--- config.mk ---
export PLATFORM = sky130hd
export DESIGN_NAME = adc_core_clock_power_control
export DESIGN_NICKNAME = d
export VERILOG_FILES = /design/src/adc_ctrl_pkg.sv /design/src/adc_core_clock_power_control.sv /design/src/core_unit.sv /design/src/sync_edge.sv
export VERILOG_INCLUDE_DIRS = /design/src
export SDC_FILE = /design/constraint.sdc
export NUM_CORES = 1
export LEC_CHECK = 0
export ABC_CLOCK_PERIOD_IN_PS = 2700
export BUFFER_PORTS_ARGS = -buffer_cell sky130_fd_sc_hd__buf_2
export CORE_ASPECT_RATIO = 1.5
export CORE_MARGIN = 4
export CORE_UTILIZATION = 40
export DETAILED_ROUTE_END_ITERATION = 10
export GPL_TIMING_DRIVEN = 1
export SLEW_MARGIN = 15
export SYNTH_ARGS = -nofsm -noshare
export SYNTH_HDL_FRONTEND = slang
export SYNTH_SLANG_ARGS = --single-unit
--- constraint.sdc ---
create_clock -name pclk -period 2.7 [get_ports pclk]
set_input_delay 0.135 -clock pclk [delete_from_list [all_inputs] [get_ports pclk]]
set_output_delay 0.135 -clock pclk [all_outputs]
set_load 0.005 [all_outputs]
--- src/adc_ctrl_cfg.svh ---
// Register offsets, field positions, reset values and timing constants
`ifndef ADC_CTRL_CFG_SVH
`define ADC_CTRL_CFG_SVH

`define CLK_PERIOD_NS 5
`define APB_ADDR_W 12
`define OFF_CLOCK_AND_ENABLE 12'h000
`define OFF_DELAY_ENABLE 12'h004
`define OFF_INPUT_SELECT 12'h008
`define OFF_POWER_READY 12'h00C
`define OFF_WARMUP_IRQ 12'h010
`define OFF_SHARED_TIMING 12'h014
`define OFF_DEDICATED_ZERO_TIMING 12'h018
`define OFF_DEDICATED_ONE_TIMING 12'h01C

`define CLKSRC_LSB 14
`define MODULE_CLOCK_DIVIDER_LSB 8
`define SHARED_BIT 7
`define DED_ONE_BIT 1
`define DED_ZERO_BIT 0
`define READY_SHARED_BIT 15
`define READY_ONE_BIT 9
`define READY_ZERO_BIT 8
`define WARMUP_LSB 8
`define INSEL_ONE_LSB 2
`define INSEL_ZERO_LSB 0
`define TIMING_DELAY_LSB 16
`define TIMING_DIV_LSB 0

`define REG_RESET 16'h0000
`define WARMUP_MIN_CODE 4'h4
`define CORE_DIV_MIN 7'h02
`define VCO_QUARTER_LAST 2'h3
`define NUM_CORES 3
`define NUM_SYNC 6

`endif

--- src/adc_ctrl_pkg.sv ---
// Types shared by the converter control block
package adc_ctrl_pkg;

	typedef enum logic [1:0] {
		SRC_PERIPHERAL,
		SRC_SYSTEM_OSC,
		SRC_AUX_VCO_DIV,
		SRC_VCO_QUARTER
	} clock_source_t;

	typedef enum logic [1:0] {
		SEQ_IDLE,
		SEQ_DELAY,
		SEQ_WAIT_TICK
	} seq_state_t;

	typedef struct packed {
		logic enable;
		logic power;
		logic delay_enable;
		logic [3:0] warmup_code;
		logic [6:0] clock_divider;
		logic [9:0] delay_count;
	} core_cfg_t;

	typedef struct packed {
		logic core_clock_tick;
		logic ready;
		logic ready_rise;
		logic sampling;
		logic convert_start;
	} core_status_t;

endpackage

--- src/adc_core_clock_power_control.sv ---
// Converter core clocking, enable, power sequencing and ready interrupt control
// Summary of operation
// (RULE_01) Source select: 00 peripheral, 01 oscillator, 10 aux VCO divided, 11 VCO/4.
// (RULE_02) Module divider makes core source clock of code plus one source periods.
// (RULE_03) Core source clock feeds every core; each divides it by its own setting.
// (RULE_04) Bit 7 of clock and enable register enables the shared core.
// (RULE_05) Bits 1 and 0 enable dedicated cores 1 and 0.
// (RULE_06) Delay enable set: keep sampling for programmed delay, then convert.
// (RULE_07) Delay enable clear: stop sampling at trigger, convert next core clock.
// (RULE_08) Software writes zero to reserved bits 9-8 of delay enable register.
// (RULE_09) Core 1 input select bits 3-2: 00 primary, 01 alternate, rest reserved.
// (RULE_10) Core 0 input select bits 1-0: 00 primary, 01 alternate, rest reserved.
// (RULE_11) Power bits 7, 1, 0 power shared, core 1, core 0.
// (RULE_12) Read-only ready flags 15, 9, 8 show powered and ready cores.
// (RULE_13) Warm-up code gives 2 to the code source periods, minimum 16.
// (RULE_14) Shared ready interrupt enable bit 7 gates its ready interrupt.
// (RULE_15) Bits 1 and 0 gate dedicated core ready interrupts.
// (RULE_16) Unimplemented bits read as zero.
// (RULE_17) Core divider: two periods for codes 0 and 1, else twice code.
// (RULE_18) Conversion delay equals code plus two core clock periods.
// (RULE_19) Ready rises after warm-up from power on, falls when power clears.
// (RULE_20) All writable bits reset to zero.
`timescale 1ns/1ps
`include "adc_ctrl_cfg.svh"
module adc_core_clock_power_control import adc_ctrl_pkg::*; #(
	parameter int ADDR_W = `APB_ADDR_W
) (
	input wire logic pclk,
	input wire logic presetn,
	input wire logic [ADDR_W-1:0] paddr,
	input wire logic psel,
	input wire logic penable,
	input wire logic pwrite,
	input wire logic [31:0] pwdata,
	output logic [31:0] prdata,
	output logic pready,
	output logic pslverr,
	input wire logic peripheral_clock,
	input wire logic system_osc_clock,
	input wire logic aux_vco_divided_clock,
	input wire logic vco_clock,
	input wire logic dedicated_zero_trigger,
	input wire logic dedicated_one_trigger,
	output logic core_source_tick,
	output logic [2:0] core_clock_tick,
	output logic [2:0] core_enable,
	output logic [2:0] core_power,
	output logic [2:0] core_ready,
	output logic [2:0] core_sampling,
	output logic [2:0] core_convert_start,
	output logic [1:0] dedicated_zero_input_select,
	output logic [1:0] dedicated_one_input_select,
	output logic dedicated_zero_use_alternate,
	output logic dedicated_one_use_alternate,
	output logic ready_irq
);
	// Registers
	logic [15:0] clock_and_core_enable_r, clock_and_core_enable_nxt;
	logic [1:0] conversion_delay_enable_r, conversion_delay_enable_nxt;
	logic [3:0] dedicated_input_select_r, dedicated_input_select_nxt;
	logic [2:0] power_enable_r, power_enable_nxt;
	logic [3:0] warmup_delay_select_r, warmup_delay_select_nxt;
	logic [2:0] ready_irq_enable_r, ready_irq_enable_nxt;
	logic [6:0] shared_core_clock_divider_r, shared_core_clock_divider_nxt;
	logic [6:0] ded_div_r [2], ded_div_nxt [2];
	logic [9:0] ded_delay_r [2], ded_delay_nxt [2];
	logic [31:0] prdata_r, prdata_nxt;
	logic pready_r, pready_nxt;
	logic pslverr_r, pslverr_nxt;
	// Clock path
	logic [`NUM_SYNC-1:0] sync_in;
	logic [`NUM_SYNC-1:0] sync_rise;
	logic [1:0] vco_cnt_r, vco_cnt_nxt;
	logic vco_quarter_r, vco_quarter_nxt;
	logic src_tick;
	logic [5:0] mod_cnt_r, mod_cnt_nxt;
	logic core_src_r, core_src_nxt;
	clock_source_t clk_src;
	// Core interface
	core_cfg_t cfg [`NUM_CORES];
	core_status_t stat [`NUM_CORES];
	logic [`NUM_CORES-1:0] trig;
	logic [2:0] ready_vec;
	logic [2:0] rise_vec;
	logic irq_r, irq_nxt;
	logic [2:0] en_r, en_nxt, pwr_r, pwr_nxt;
	logic [2:0] rdy_r, rdy_nxt, samp_r, samp_nxt, conv_r, conv_nxt, ctick_r, ctick_nxt;
	logic [1:0] insel0_r, insel1_r, insel0_nxt, insel1_nxt;
	logic alt0_r, alt1_r, alt0_nxt, alt1_nxt;
	logic setup;
	logic wr_en;

	////////////////////////////////////////////////////////////////////////
	// Enable triple from a register image (shared, one, zero)
	function automatic logic [2:0] core_bits(input logic [15:0] v);
		core_bits = {v[`SHARED_BIT], v[`DED_ONE_BIT], v[`DED_ZERO_BIT]};
	endfunction

	function automatic logic [15:0] place_bits(input logic [2:0] b, input int lo_one);
		logic [15:0] v;
		v = 16'h0000;
		v[`SHARED_BIT + lo_one] = b[2];
		v[`DED_ONE_BIT + lo_one] = b[1];
		v[`DED_ZERO_BIT + lo_one] = b[0];
		place_bits = v;
	endfunction

	////////////////////////////////////////////////////////////////////////
	// Input synchronisers
	assign sync_in = {dedicated_one_trigger, dedicated_zero_trigger, vco_clock,
		aux_vco_divided_clock, system_osc_clock, peripheral_clock};

	genvar gi;
	generate
		for (gi = 0; gi < `NUM_SYNC; gi++) begin : g_sync
			sync_edge u_sync (
				.pclk(pclk),
				.presetn(presetn),
				.async_in(sync_in[gi]),
				.level_out(),
				.rise_out(sync_rise[gi])
			);
		end
	endgenerate

	////////////////////////////////////////////////////////////////////////
	// Source selection and module divider
	always_comb begin
		clk_src = clock_source_t'(clock_and_core_enable_r[`CLKSRC_LSB +: 2]);
		vco_cnt_nxt = vco_cnt_r;
		vco_quarter_nxt = 1'b0;
		if (sync_rise[3]) begin
			vco_cnt_nxt = vco_cnt_r + 2'h1;
			vco_quarter_nxt = (vco_cnt_r == `VCO_QUARTER_LAST);
		end
		case (clk_src) // see (RULE_01)
			SRC_PERIPHERAL: src_tick = sync_rise[0];
			SRC_SYSTEM_OSC: src_tick = sync_rise[1];
			SRC_AUX_VCO_DIV: src_tick = sync_rise[2];
			default: src_tick = vco_quarter_r;
		endcase
		mod_cnt_nxt = mod_cnt_r;
		core_src_nxt = 1'b0;
		if (src_tick) begin
			// Period of code plus one source periods, see (RULE_02)
			if (mod_cnt_r >= clock_and_core_enable_r[`MODULE_CLOCK_DIVIDER_LSB +: 6]) begin
				mod_cnt_nxt = 6'h00;
				core_src_nxt = 1'b1;
			end else begin
				mod_cnt_nxt = mod_cnt_r + 6'h01;
			end
		end
	end

	always_ff @(posedge pclk or negedge presetn) begin
		if (!presetn) begin
			vco_cnt_r <= 2'h0;
			vco_quarter_r <= 1'b0;
			mod_cnt_r <= 6'h00;
			core_src_r <= 1'b0;
		end else begin
			vco_cnt_r <= vco_cnt_nxt;
			vco_quarter_r <= vco_quarter_nxt;
			mod_cnt_r <= mod_cnt_nxt;
			core_src_r <= core_src_nxt;
		end
	end

	////////////////////////////////////////////////////////////////////////
	// Cores: index 2 shared, 1 and 0 dedicated
	assign trig = {1'b0, sync_rise[5], sync_rise[4]};

	generate
		for (gi = 0; gi < `NUM_CORES; gi++) begin : g_core
			if (gi == 2) begin : g_shared
				assign cfg[gi] = '{enable: clock_and_core_enable_r[`SHARED_BIT],
					power: power_enable_r[2], delay_enable: 1'b0,
					warmup_code: warmup_delay_select_r,
					clock_divider: shared_core_clock_divider_r, delay_count: 10'h000};
			end else begin : g_dedicated
				assign cfg[gi] = '{enable: clock_and_core_enable_r[gi],
					power: power_enable_r[gi], delay_enable: conversion_delay_enable_r[gi],
					warmup_code: warmup_delay_select_r,
					clock_divider: ded_div_r[gi], delay_count: ded_delay_r[gi]};
			end
			core_unit u_core (
				.pclk(pclk),
				.presetn(presetn),
				.source_tick(core_src_r), // see (RULE_03)
				.trigger(trig[gi]),
				.cfg(cfg[gi]),
				.status(stat[gi])
			);
			assign ready_vec[gi] = stat[gi].ready;
			assign rise_vec[gi] = stat[gi].ready_rise;
		end
	endgenerate

	////////////////////////////////////////////////////////////////////////
	// Output registers
	always_comb begin
		irq_nxt = |(rise_vec & ready_irq_enable_r); // see (RULE_14) see (RULE_15)
		en_nxt = core_bits(clock_and_core_enable_r); // see (RULE_04) see (RULE_05)
		pwr_nxt = power_enable_r; // see (RULE_11)
		rdy_nxt = ready_vec;
		for (int i = 0; i < `NUM_CORES; i++) begin
			samp_nxt[i] = stat[i].sampling;
			conv_nxt[i] = stat[i].convert_start;
			ctick_nxt[i] = stat[i].core_clock_tick;
		end
		insel0_nxt = dedicated_input_select_r[`INSEL_ZERO_LSB +: 2];
		insel1_nxt = dedicated_input_select_r[`INSEL_ONE_LSB +: 2];
		// Reserved codes route the primary input, see (RULE_09) see (RULE_10)
		alt0_nxt = (insel0_nxt == 2'h1);
		alt1_nxt = (insel1_nxt == 2'h1);
	end

	always_ff @(posedge pclk or negedge presetn) begin
		if (!presetn) begin
			irq_r <= 1'b0;
			en_r <= 3'h0;
			pwr_r <= 3'h0;
			rdy_r <= 3'h0;
			samp_r <= 3'h0;
			conv_r <= 3'h0;
			ctick_r <= 3'h0;
			insel0_r <= 2'h0;
			insel1_r <= 2'h0;
			alt0_r <= 1'b0;
			alt1_r <= 1'b0;
		end else begin
			irq_r <= irq_nxt;
			en_r <= en_nxt;
			pwr_r <= pwr_nxt;
			rdy_r <= rdy_nxt;
			samp_r <= samp_nxt;
			conv_r <= conv_nxt;
			ctick_r <= ctick_nxt;
			insel0_r <= insel0_nxt;
			insel1_r <= insel1_nxt;
			alt0_r <= alt0_nxt;
			alt1_r <= alt1_nxt;
		end
	end

	////////////////////////////////////////////////////////////////////////
	// APB slave: one wait-free access phase, write at completing edge
	assign setup = psel && !penable;
	assign wr_en = psel && penable && pready_r && pwrite && !pslverr_r;

	always_comb begin
		clock_and_core_enable_nxt = clock_and_core_enable_r;
		conversion_delay_enable_nxt = conversion_delay_enable_r;
		dedicated_input_select_nxt = dedicated_input_select_r;
		power_enable_nxt = power_enable_r;
		warmup_delay_select_nxt = warmup_delay_select_r;
		ready_irq_enable_nxt = ready_irq_enable_r;
		shared_core_clock_divider_nxt = shared_core_clock_divider_r;
		ded_div_nxt = ded_div_r;
		ded_delay_nxt = ded_delay_r;
		pready_nxt = setup;
		pslverr_nxt = 1'b0;
		prdata_nxt = prdata_r;
		if (setup) begin
			// Unimplemented bits read as zero, see (RULE_16)
			prdata_nxt = 32'h00000000;
			if (paddr == `OFF_CLOCK_AND_ENABLE) begin
				prdata_nxt[15:0] = clock_and_core_enable_r & 16'hFF83;
			end else if (paddr == `OFF_DELAY_ENABLE) begin
				prdata_nxt[1:0] = conversion_delay_enable_r;
			end else if (paddr == `OFF_INPUT_SELECT) begin
				prdata_nxt[3:0] = dedicated_input_select_r;
			end else if (paddr == `OFF_POWER_READY) begin
				prdata_nxt[15:0] = place_bits(ready_vec, `READY_ZERO_BIT)
					| place_bits(power_enable_r, 0); // see (RULE_12)
			end else if (paddr == `OFF_WARMUP_IRQ) begin
				prdata_nxt[15:0] = place_bits(ready_irq_enable_r, 0);
				prdata_nxt[`WARMUP_LSB +: 4] = warmup_delay_select_r;
			end else if (paddr == `OFF_SHARED_TIMING) begin
				prdata_nxt[6:0] = shared_core_clock_divider_r;
			end else if (paddr == `OFF_DEDICATED_ZERO_TIMING) begin
				prdata_nxt[`TIMING_DIV_LSB +: 7] = ded_div_r[0];
				prdata_nxt[`TIMING_DELAY_LSB +: 10] = ded_delay_r[0];
			end else if (paddr == `OFF_DEDICATED_ONE_TIMING) begin
				prdata_nxt[`TIMING_DIV_LSB +: 7] = ded_div_r[1];
				prdata_nxt[`TIMING_DELAY_LSB +: 10] = ded_delay_r[1];
			end else begin
				pslverr_nxt = 1'b1;
			end
		end
		if (wr_en) begin
			if (paddr == `OFF_CLOCK_AND_ENABLE) begin
				clock_and_core_enable_nxt = pwdata[15:0] & 16'hFF83;
			end else if (paddr == `OFF_DELAY_ENABLE) begin
				// Reserved bits 9-8 are not stored, see (RULE_08)
				conversion_delay_enable_nxt = pwdata[1:0];
			end else if (paddr == `OFF_INPUT_SELECT) begin
				dedicated_input_select_nxt = pwdata[3:0];
			end else if (paddr == `OFF_POWER_READY) begin
				power_enable_nxt = core_bits(pwdata[15:0]);
			end else if (paddr == `OFF_WARMUP_IRQ) begin
				warmup_delay_select_nxt = pwdata[`WARMUP_LSB +: 4];
				ready_irq_enable_nxt = core_bits(pwdata[15:0]);
			end else if (paddr == `OFF_SHARED_TIMING) begin
				shared_core_clock_divider_nxt = pwdata[6:0];
			end else if (paddr == `OFF_DEDICATED_ZERO_TIMING) begin
				ded_div_nxt[0] = pwdata[`TIMING_DIV_LSB +: 7];
				ded_delay_nxt[0] = pwdata[`TIMING_DELAY_LSB +: 10];
			end else if (paddr == `OFF_DEDICATED_ONE_TIMING) begin
				ded_div_nxt[1] = pwdata[`TIMING_DIV_LSB +: 7];
				ded_delay_nxt[1] = pwdata[`TIMING_DELAY_LSB +: 10];
			end
		end
	end

	always_ff @(posedge pclk or negedge presetn) begin
		if (!presetn) begin
			// All writable bits clear, see (RULE_20)
			clock_and_core_enable_r <= `REG_RESET;
			conversion_delay_enable_r <= 2'h0;
			dedicated_input_select_r <= 4'h0;
			power_enable_r <= 3'h0;
			warmup_delay_select_r <= 4'h0;
			ready_irq_enable_r <= 3'h0;
			shared_core_clock_divider_r <= 7'h00;
			ded_div_r[0] <= 7'h00;
			ded_div_r[1] <= 7'h00;
			ded_delay_r[0] <= 10'h000;
			ded_delay_r[1] <= 10'h000;
			prdata_r <= 32'h00000000;
			pready_r <= 1'b0;
			pslverr_r <= 1'b0;
		end else begin
			clock_and_core_enable_r <= clock_and_core_enable_nxt;
			conversion_delay_enable_r <= conversion_delay_enable_nxt;
			dedicated_input_select_r <= dedicated_input_select_nxt;
			power_enable_r <= power_enable_nxt;
			warmup_delay_select_r <= warmup_delay_select_nxt;
			ready_irq_enable_r <= ready_irq_enable_nxt;
			shared_core_clock_divider_r <= shared_core_clock_divider_nxt;
			ded_div_r <= ded_div_nxt;
			ded_delay_r <= ded_delay_nxt;
			prdata_r <= prdata_nxt;
			pready_r <= pready_nxt;
			pslverr_r <= pslverr_nxt;
		end
	end

	////////////////////////////////////////////////////////////////////////
	assign prdata = prdata_r;
	assign pready = pready_r;
	assign pslverr = pslverr_r;
	assign core_source_tick = core_src_r;
	assign core_clock_tick = ctick_r;
	assign core_enable = en_r;
	assign core_power = pwr_r;
	assign core_ready = rdy_r;
	assign core_sampling = samp_r;
	assign core_convert_start = conv_r;
	assign dedicated_zero_input_select = insel0_r;
	assign dedicated_one_input_select = insel1_r;
	assign dedicated_zero_use_alternate = alt0_r;
	assign dedicated_one_use_alternate = alt1_r;
	assign ready_irq = irq_r;
endmodule

--- src/core_unit.sv ---
// One converter core: clock divider, warm-up timer and conversion delay sequencer
`timescale 1ns/1ps
`include "adc_ctrl_cfg.svh"
module core_unit import adc_ctrl_pkg::*; (
	input wire logic pclk,
	input wire logic presetn,
	input wire logic source_tick,
	input wire logic trigger,
	input wire core_cfg_t cfg,
	output core_status_t status
);
	logic [7:0] div_cnt_r, div_cnt_nxt;
	logic tick_r, tick_nxt;
	logic [15:0] warm_cnt_r, warm_cnt_nxt;
	logic ready_r, ready_nxt;
	logic rise_r, rise_nxt;
	seq_state_t state_r, state_nxt;
	logic [10:0] delay_r, delay_nxt;
	logic sampling_r, sampling_nxt;
	logic convert_r, convert_nxt;
	logic [7:0] div_last;
	logic [15:0] warm_last;

	////////////////////////////////////////////////////////////////////////
	// Period in source ticks minus one
	function automatic logic [7:0] core_div_last(input logic [6:0] code);
		logic [6:0] eff;
		eff = (code < `CORE_DIV_MIN) ? 7'h01 : code;
		core_div_last = {eff, 1'b0} - 8'h01;
	endfunction

	function automatic logic [15:0] warm_target(input logic [3:0] code);
		logic [3:0] eff;
		eff = (code < `WARMUP_MIN_CODE) ? `WARMUP_MIN_CODE : code;
		warm_target = (16'h0001 << eff) - 16'h0001;
	endfunction

	////////////////////////////////////////////////////////////////////////
	always_comb begin
		div_last = core_div_last(cfg.clock_divider);
		warm_last = warm_target(cfg.warmup_code);
		div_cnt_nxt = div_cnt_r;
		tick_nxt = 1'b0;
		// Core clock period from the core source clock, see (RULE_03) see (RULE_17)
		if (source_tick) begin
			if (div_cnt_r >= div_last) begin
				div_cnt_nxt = 8'h00;
				tick_nxt = 1'b1;
			end else begin
				div_cnt_nxt = div_cnt_r + 8'h01;
			end
		end
		// Warm-up after power on, ready drops with power, see (RULE_11) see (RULE_19)
		warm_cnt_nxt = warm_cnt_r;
		ready_nxt = ready_r;
		if (!cfg.power) begin
			warm_cnt_nxt = 16'h0000;
			ready_nxt = 1'b0;
		end else if (!ready_r && source_tick) begin
			if (warm_cnt_r >= warm_last) begin
				ready_nxt = 1'b1; // see (RULE_12) see (RULE_13)
			end else begin
				warm_cnt_nxt = warm_cnt_r + 16'h0001;
			end
		end
		rise_nxt = ready_nxt & ~ready_r;
	end

	////////////////////////////////////////////////////////////////////////
	always_comb begin
		state_nxt = state_r;
		delay_nxt = delay_r;
		convert_nxt = 1'b0;
		case (state_r)
			SEQ_IDLE: begin
				if (trigger && cfg.enable && ready_r) begin
					if (cfg.delay_enable) begin
						// Keep sampling for code plus two core periods, see (RULE_06) see (RULE_18)
						delay_nxt = {1'b0, cfg.delay_count} + 11'h001;
						state_nxt = SEQ_DELAY;
					end else begin
						state_nxt = SEQ_WAIT_TICK; // see (RULE_07)
					end
				end
			end
			SEQ_DELAY: begin
				if (tick_r) begin
					if (delay_r == 11'h000) begin
						convert_nxt = 1'b1;
						state_nxt = SEQ_IDLE;
					end else begin
						delay_nxt = delay_r - 11'h001;
					end
				end
			end
			SEQ_WAIT_TICK: begin
				if (tick_r) begin
					convert_nxt = 1'b1;
					state_nxt = SEQ_IDLE;
				end
			end
			default: begin
				state_nxt = SEQ_IDLE;
			end
		endcase
		if (!cfg.enable || !ready_r) begin
			state_nxt = SEQ_IDLE; // see (RULE_04) see (RULE_05)
			convert_nxt = 1'b0;
		end
		sampling_nxt = cfg.enable && ready_r && (state_nxt == SEQ_IDLE || state_nxt == SEQ_DELAY);
	end

	always_ff @(posedge pclk or negedge presetn) begin
		if (!presetn) begin
			div_cnt_r <= 8'h00;
			tick_r <= 1'b0;
			warm_cnt_r <= 16'h0000;
			ready_r <= 1'b0;
			rise_r <= 1'b0;
			state_r <= SEQ_IDLE;
			delay_r <= 11'h000;
			sampling_r <= 1'b0;
			convert_r <= 1'b0;
		end else begin
			div_cnt_r <= div_cnt_nxt;
			tick_r <= tick_nxt;
			warm_cnt_r <= warm_cnt_nxt;
			ready_r <= ready_nxt;
			rise_r <= rise_nxt;
			state_r <= state_nxt;
			delay_r <= delay_nxt;
			sampling_r <= sampling_nxt;
			convert_r <= convert_nxt;
		end
	end

	assign status = '{core_clock_tick: tick_r, ready: ready_r, ready_rise: rise_r,
		sampling: sampling_r, convert_start: convert_r};
endmodule

--- src/sync_edge.sv ---
// Two-flop synchroniser with rising-edge detection
`timescale 1ns/1ps
module sync_edge (
	input wire logic pclk,
	input wire logic presetn,
	input wire logic async_in,
	output logic level_out,
	output logic rise_out
);
	logic stage1_r;
	logic stage2_r;
	logic stage3_r;
	logic rise_r;
	logic rise_nxt;

	always_comb begin
		rise_nxt = stage2_r & ~stage3_r;
	end

	always_ff @(posedge pclk or negedge presetn) begin
		if (!presetn) begin
			stage1_r <= 1'b0;
			stage2_r <= 1'b0;
			stage3_r <= 1'b0;
			rise_r <= 1'b0;
		end else begin
			stage1_r <= async_in;
			stage2_r <= stage1_r;
			stage3_r <= stage2_r;
			rise_r <= rise_nxt;
		end
	end

	assign level_out = stage3_r;
	assign rise_out = rise_r;
endmodule

After elaboration in Yosys (flattened, before gate mapping)
Index checks and enable logic that the tools add are counted.
{ "word_totals": {"reg_bits": 281, "inputBits": 55} }
{ "op_classes": {"addsub": 17, "n_lt_le_gt_ge": 11, "eq_ne": 35, "shifts": 1, "mux": 106, "n_bitwise": 28, "n_reduce_logical": 60} }
{ "ops": {"columns": ["cell", "count"], "rows": [
  ["16-bit two-way mux", 11],
  ["11-bit two-way mux", 8],
  ["10-bit two-way mux", 6],
  ["7-bit two-way mux", 7],
  ["16-bit by 1-bit adder with 16-bit output, second input constant", 3],
  ["12-bit by 5-bit == test with 1-bit output, second input constant", 4],
  ["16-bit greater-or-equal comparator", 3],
  ["11-bit case mux with 2 select lines", 2],
  ["1-bit two-way mux", 39],
  ["2-bit two-way mux", 17],
  ["11-bit zero test", 3],
  ["11-bit by 1-bit subtractor with 11-bit output, second input constant", 3],
  ["8-bit by 1-bit adder with 8-bit output, second input constant", 3],
  ["12-bit by 4-bit == test with 1-bit output, second input constant", 2],
  ["8-bit greater-or-equal comparator", 3],
  ["24-bit two-way mux", 1],
  ["8-bit two-way mux", 3],
  ["8-bit by 1-bit subtractor with 8-bit output, second input constant", 3],
  ["10-bit by 1-bit adder with 11-bit output, second input constant", 2],
  ["22-bit two-way mux", 1],
  ["7-bit by 2-bit less-than comparator with 1-bit output, second input constant", 3],
  ["2-bit by 1-bit == test with 1-bit output, second input constant", 9],
  ["1-bit logical AND", 18],
  ["2-bit case mux with 3 select lines", 3],
  ["other kinds (33)", 101]
]} }

Depth between registers and ports, before layout
{ "depth": {"ltp_word": 10, "ltp_mapped": 14, "ltp_nobuf": 13} }

By module
From an unflattened synthesis, not the netlist that was laid out.
{ "unflattened": {"cells_unflattened": 1617, "hier_area_um2": 16096.7} }
{ "modules_own_cells": {"columns": ["mod", "n_inst", "cells_each", "area_each_um2", "seq_area_each_um2"], "rows": [
  ["adc_core_clock_power_control", 1, 417, 5494.0, 3278.1],
  ["core_unit (g_core[2].u_core)", 1, 394, 3382.0, 1051.0],
  ["core_unit (g_core[0].u_core)", 1, 393, 3276.9, 1051.0],
  ["core_unit (g_core[1].u_core)", 1, 383, 3260.6, 1051.0],
  ["sync_edge", 6, 5, 113.9, 100.1]
]} }

Least setup slack after synthesis
Ideal clock, no wire load.
{ "synth_path": {"path_type": "register to register", "start": "register warmup_delay_select_r[3]", "end": "register g_core[2].u_core.warm_cnt_r[15]", "setup_time_ps": 136, "arrival_time_ps": 2756, "setup_slack_ps": -192, "path_stages_with_launch": 13, "path_cell_list": "dfrtp_1 buf_1 nand3_1 nand2b_1 ha_1 and4_1 and2_1 nand3_1 or4b_1 clkbuf_1 nand4_1 or3_1 a21oi_1"} }
{ "synth_via": {"elab_chain_cells": 7} }
{ "synth_rtl": {"columns": ["item", "line", "source"], "rows": [
  ["start: declaration", "adc_core_clock_power_control.sv:62", "logic [3:0] warmup_delay_select_r, warmup_delay_select_nxt;"],
  ["start signal: assignment", "adc_core_clock_power_control.sv:338", "warmup_delay_select_r <= warmup_delay_select_nxt;"],
  ["4-bit by 3-bit less-than comparator with 1-bit output (no source line)", null, null],
  ["4-bit two-way mux (*)", "core_unit.sv:34", "eff = (code < `WARMUP_MIN_CODE) ? `WARMUP_MIN_CODE : code;"],
  ["1-bit by 4-bit left shift with 16-bit output (*)", "core_unit.sv:35", "warm_target = (16'h0001 << eff) - 16'h0001;"],
  ["16-bit by 1-bit subtractor with 16-bit output (*)", "core_unit.sv:35", null],
  ["16-bit greater-or-equal comparator (*)", "core_unit.sv:60", "if (warm_cnt_r >= warm_last) begin"],
  ["2-bit != test (no source line) (*)", null, null],
  ["2-bit AND reduction (no source line) (*)", null, null],
  ["end signal: assignment", "core_unit.sv:127", "warm_cnt_r <= warm_cnt_nxt;"],
  ["end: declaration", "core_unit.sv:14", "logic [15:0] warm_cnt_r, warm_cnt_nxt;"]
]} }
Every way passes the cells marked *; elsewhere a longest branch is shown, timed or not.
A chain may end at the register's enable or synchronous reset.

Final worst setup path
{ "layout_path": {"start": "register warmup_delay_select_r[1]", "end": "register g_core[1].u_core.warm_cnt_r[8]"} }
{ "layout_via": {"elab_chain_cells": 7} }
{ "layout_rtl": {"columns": ["item", "line"], "rows": [
  ["4-bit by 3-bit less-than comparator with 1-bit output (no source line)", null],
  ["4-bit two-way mux (*)", "core_unit.sv:34"],
  ["1-bit by 4-bit left shift with 16-bit output (*)", "core_unit.sv:35"],
  ["16-bit by 1-bit subtractor with 16-bit output (*)", "core_unit.sv:35"],
  ["16-bit greater-or-equal comparator (*)", "core_unit.sv:60"],
  ["2-bit != test (no source line) (*)", null],
  ["2-bit AND reduction (no source line) (*)", null],
  ["end signal: assignment", "core_unit.sv:127"],
  ["end: declaration", "core_unit.sv:14"]
]} }
Marks and branches as above.

==> results.toml <==
[finish]
regArea_um2 = 7034
nNetsFinal = 1810
n_fill_cell = 3258
drive_gt1_frac = 0.2664
area_growth_pct = 25.38
multi_input_area_um2 = 7983
n_antenna_cell = 0
final_common_cell = "dfrtp_1"
final_area_um2 = 18460
layout_common_cells = "dfrtp_1, nand2_1, buf_2"

[clock_tree]
cts_tree = "built"
clkTransAtPathRegs_ns = 0.07
htreeDepth = 1
clkLatencyLatePin_ns = 0.56
clock_path_buffers = 3
cts_buffers = 29
cts_sinks = 281
cts-root-buf = "clkbuf_16"

[outcome]
status = "finished with violations"
failed_checks = "negative setup slack"

[power_and_ir_drop]
power_density_nw_per_um2 = 581.7
power.total_mw = 10.74
ir_drop_mv = 0.4725
p_leak_nw = 8.563

[route]
vias = 11644
drtAntennaViolNets = 0
drt_iter0_markers = 424
viasPerCell = 5.401
drc_errors = 0
wl_per_cell_um = 17.47
first_pass_iters = 4
wl_um = 37660

[worst_setup_path]
cp.arrival_ns = 3.29
crit_start = "warmup_delay_select_r[1]$_DFFE_PN0P_"
start_kind = "flop"
regToRegStartpoint = "warmup_delay_select_r[1]$_DFFE_PN0P_"
critPathCaptureType = "flop"
cp.required_ns = 3.18
path_max_fanout = 5
crit_type = "flop to flop"

[synthesis]
synth_seq_cells = 281
synth-main-ff-cell = "dfrtp_1"
synth_edf_count = 0
synth_area_um2 = 14720
async_flop_share = 1.000
synth-seq-area-share = 0.4777
synthCells = 1431
ys_warn_count = 0
synth_cell_types = 72
avgSynthCellArea_um2 = 10.29

[global_routing]
grt_max_degree = 90
grt-ovfl-total = 0
grt_use_total = 0.1862
grt_first_pass_wirelength_um = 60860
first_global_vias = 11702
antenna_found_initial = 0

[timing]
hold_viol = 0
finalSetupViolCount = 33
fin_crit_sh = 1.039
rsz0062_at_grt = "yes"
layout_setup_ws_ns = -0.1050
fmax_mhz = 356.5
period_minus_slack_ns = 2.805
fin_worst_skew_ns = 0.01059
tns_ns = -1.519
holdWs_ns = 0.06317
relSlewSlack = 0.5031
maxSlewViolCount = 0
worstMarginPinSlew_ns = 0.7454

[place]
io_buffers = 102
dpl-instance-area_um2 = 16310
hpwlAfterDp_um = 27190
globalplace.congestion = 0.8296

[floorplanning]
die_h_um = 242.9
start_util = 0.4071
ios = 115
core_area_um2 = 36160
die_w_um = 164.6
core.rowCount = 85
dieArea_um2 = 39990

[min_path]
hp-class = "input pin to flop"
min-delay-start = "psel"

[flow_run]
drv_cap = 0
[cells by family (layout without fill, tap and decap cells)]
| family | after synthesis | after routing | synth area share |
|---|---|---|---|
| xor+xnor | 61 | 61 | 0.03630 |
| other cells | 2 | 17 | 0.0005102 |
| simple gates | 457 | 457 | 0.1598 |
| buf+inv | 112 | 342 | 0.03188 |
| mux | 90 | 90 | 0.06860 |
| flops | 281 | 281 | 0.4777 |
| compound gates | 325 | 327 | 0.1382 |
| fa+ha+maj | 103 | 103 | 0.08696 |
[Yosys cell counts, types with 5 or more instances]
| master | instances | area share |
|---|---|---|
| nand2b_1 | 24 | 0.010 |
| o21ai_0 | 102 | 0.035 |
| nor2_1 | 81 | 0.021 |
| dfrtp_1 | 281 | 0.48 |
| nor3_1 | 24 | 0.0082 |
| a22oi_1 | 6 | 0.0031 |
| nor4b_1 | 5 | 0.0030 |
| o31ai_1 | 21 | 0.011 |
| xor2_1 | 32 | 0.019 |
| a21o_1 | 21 | 0.011 |
| and2_1 | 7 | 0.0030 |
| or4_1 | 16 | 0.0082 |
| buf_4 | 7 | 0.0036 |
| mux2_2 | 67 | 0.051 |
| o211ai_1 | 9 | 0.0046 |
| and3_1 | 19 | 0.0081 |
| mux2i_1 | 21 | 0.014 |
| ha_1 | 98 | 0.083 |
| or2_2 | 5 | 0.0021 |
| a211oi_1 | 5 | 0.0026 |
| nor4_1 | 12 | 0.0051 |
| inv_1 | 60 | 0.015 |
| a21oi_1 | 89 | 0.030 |
| xnor2_1 | 29 | 0.017 |
| nand4_1 | 19 | 0.0081 |
| o22a_1 | 6 | 0.0036 |
| o21a_1 | 8 | 0.0041 |
| nand3_1 | 57 | 0.019 |
| or3_1 | 22 | 0.0094 |
| a31oi_1 | 5 | 0.0021 |
| o22ai_1 | 7 | 0.0030 |
| nand2_1 | 128 | 0.033 |
| nor2b_1 | 21 | 0.0089 |
| clkbuf_1 | 33 | 0.0084 |
| buf_2 | 6 | 0.0020 |
| o31a_1 | 5 | 0.0030 |
[through the flow]
stage	utilization	instances	setup slack (ns)
final	0.5104	2156	-0.1050
after CTS	0.4952	2151	-0.05667
after global routing	0.5104	2156	-0.2184
after detailed placement	0.4512	2053	-0.3101
after floorplan	-	1446	-0.006247
after global placement	0.4512	2053	-0.1990
[area by class of cell]
cell class                 instances  area share
sequential                       281      0.3812
multi-input combinational       1055      0.4325
inverter                          60     0.01220
timing repair buffer             230     0.08990
clock buffer                      40     0.04536
tap                              478     0.03241
clock inverter                    12    0.006441
[power breakdown]
group	switching [mW]	internal [mW]
Clock	1.70	2.35
Sequential	0.333	4.47
Combinational	0.994	0.889
[sequential cells by signal, indices dropped and copies added (netlist names), 7 cells and up]
name                         flops
g_core.u_core.delay_r           33
shared_core_clock_divider_r      7
g_core.u_core.warm_cnt_r        48
clock_and_core_enable_r         11
prdata                          26
cfg                             34
g_core.u_core.div_cnt_r         24
[final timing paths]
| kind | to | cells past startpoint | slack [ns] |
|---|---|---|---|
| setup / recovery | g_core[1].u_core.warm_cnt_r[8]$_DFFE_PN0P_ | 12 | -0.10 |
| hold / removal | pready$_DFF_PN0_ | 3 | 0.06 |
| setup reg to reg | g_core[1].u_core.warm_cnt_r[8]$_DFFE_PN0P_ | 12 | -0.10 |
| hold reg to reg | g_sync[1].u_sync.stage2_r$_DFF_PN0_ | 0 | 0.35 |
| max in group asynchronous | warmup_delay_select_r[2]$_DFFE_PN0P_ | 3 | 1.63 |
| min in group asynchronous | g_core[2].u_core.div_cnt_r[3]$_DFFE_PN0P_ | 2 | 0.11 |
[critical path, stage by stage (launching register included)]
cell and delay (ns):
dfrtp_1 0.42, or2_4 0.20, a21oi_4 0.08, xnor2_4 0.16, buf_6 0.13, ha_4 0.14, a21o_1 0.14, a21o_1 0.17
a21oi_1 0.14, o31a_1 0.28, o211ai_2 0.18, or4_4 0.53, a21oi_2 0.14
[what timing repair did]
action,in CTS,in global routing
pin swaps,63,68
resized for setup,46,115
hold buffers,35,0
hold endpoints to repair,142,0
buffers inserted,8,4
setup endpoints to repair,68,71
cloned,3,1
[routing by layer]
metal	share of wire	global-route usage
met3	0.036	0.02359
met5	0	0
met2	0.53	0.3419
met4	0.028	0.05655
met1	0.40	0.2241
Note: power is estimated with default switching activity, not from simulation.
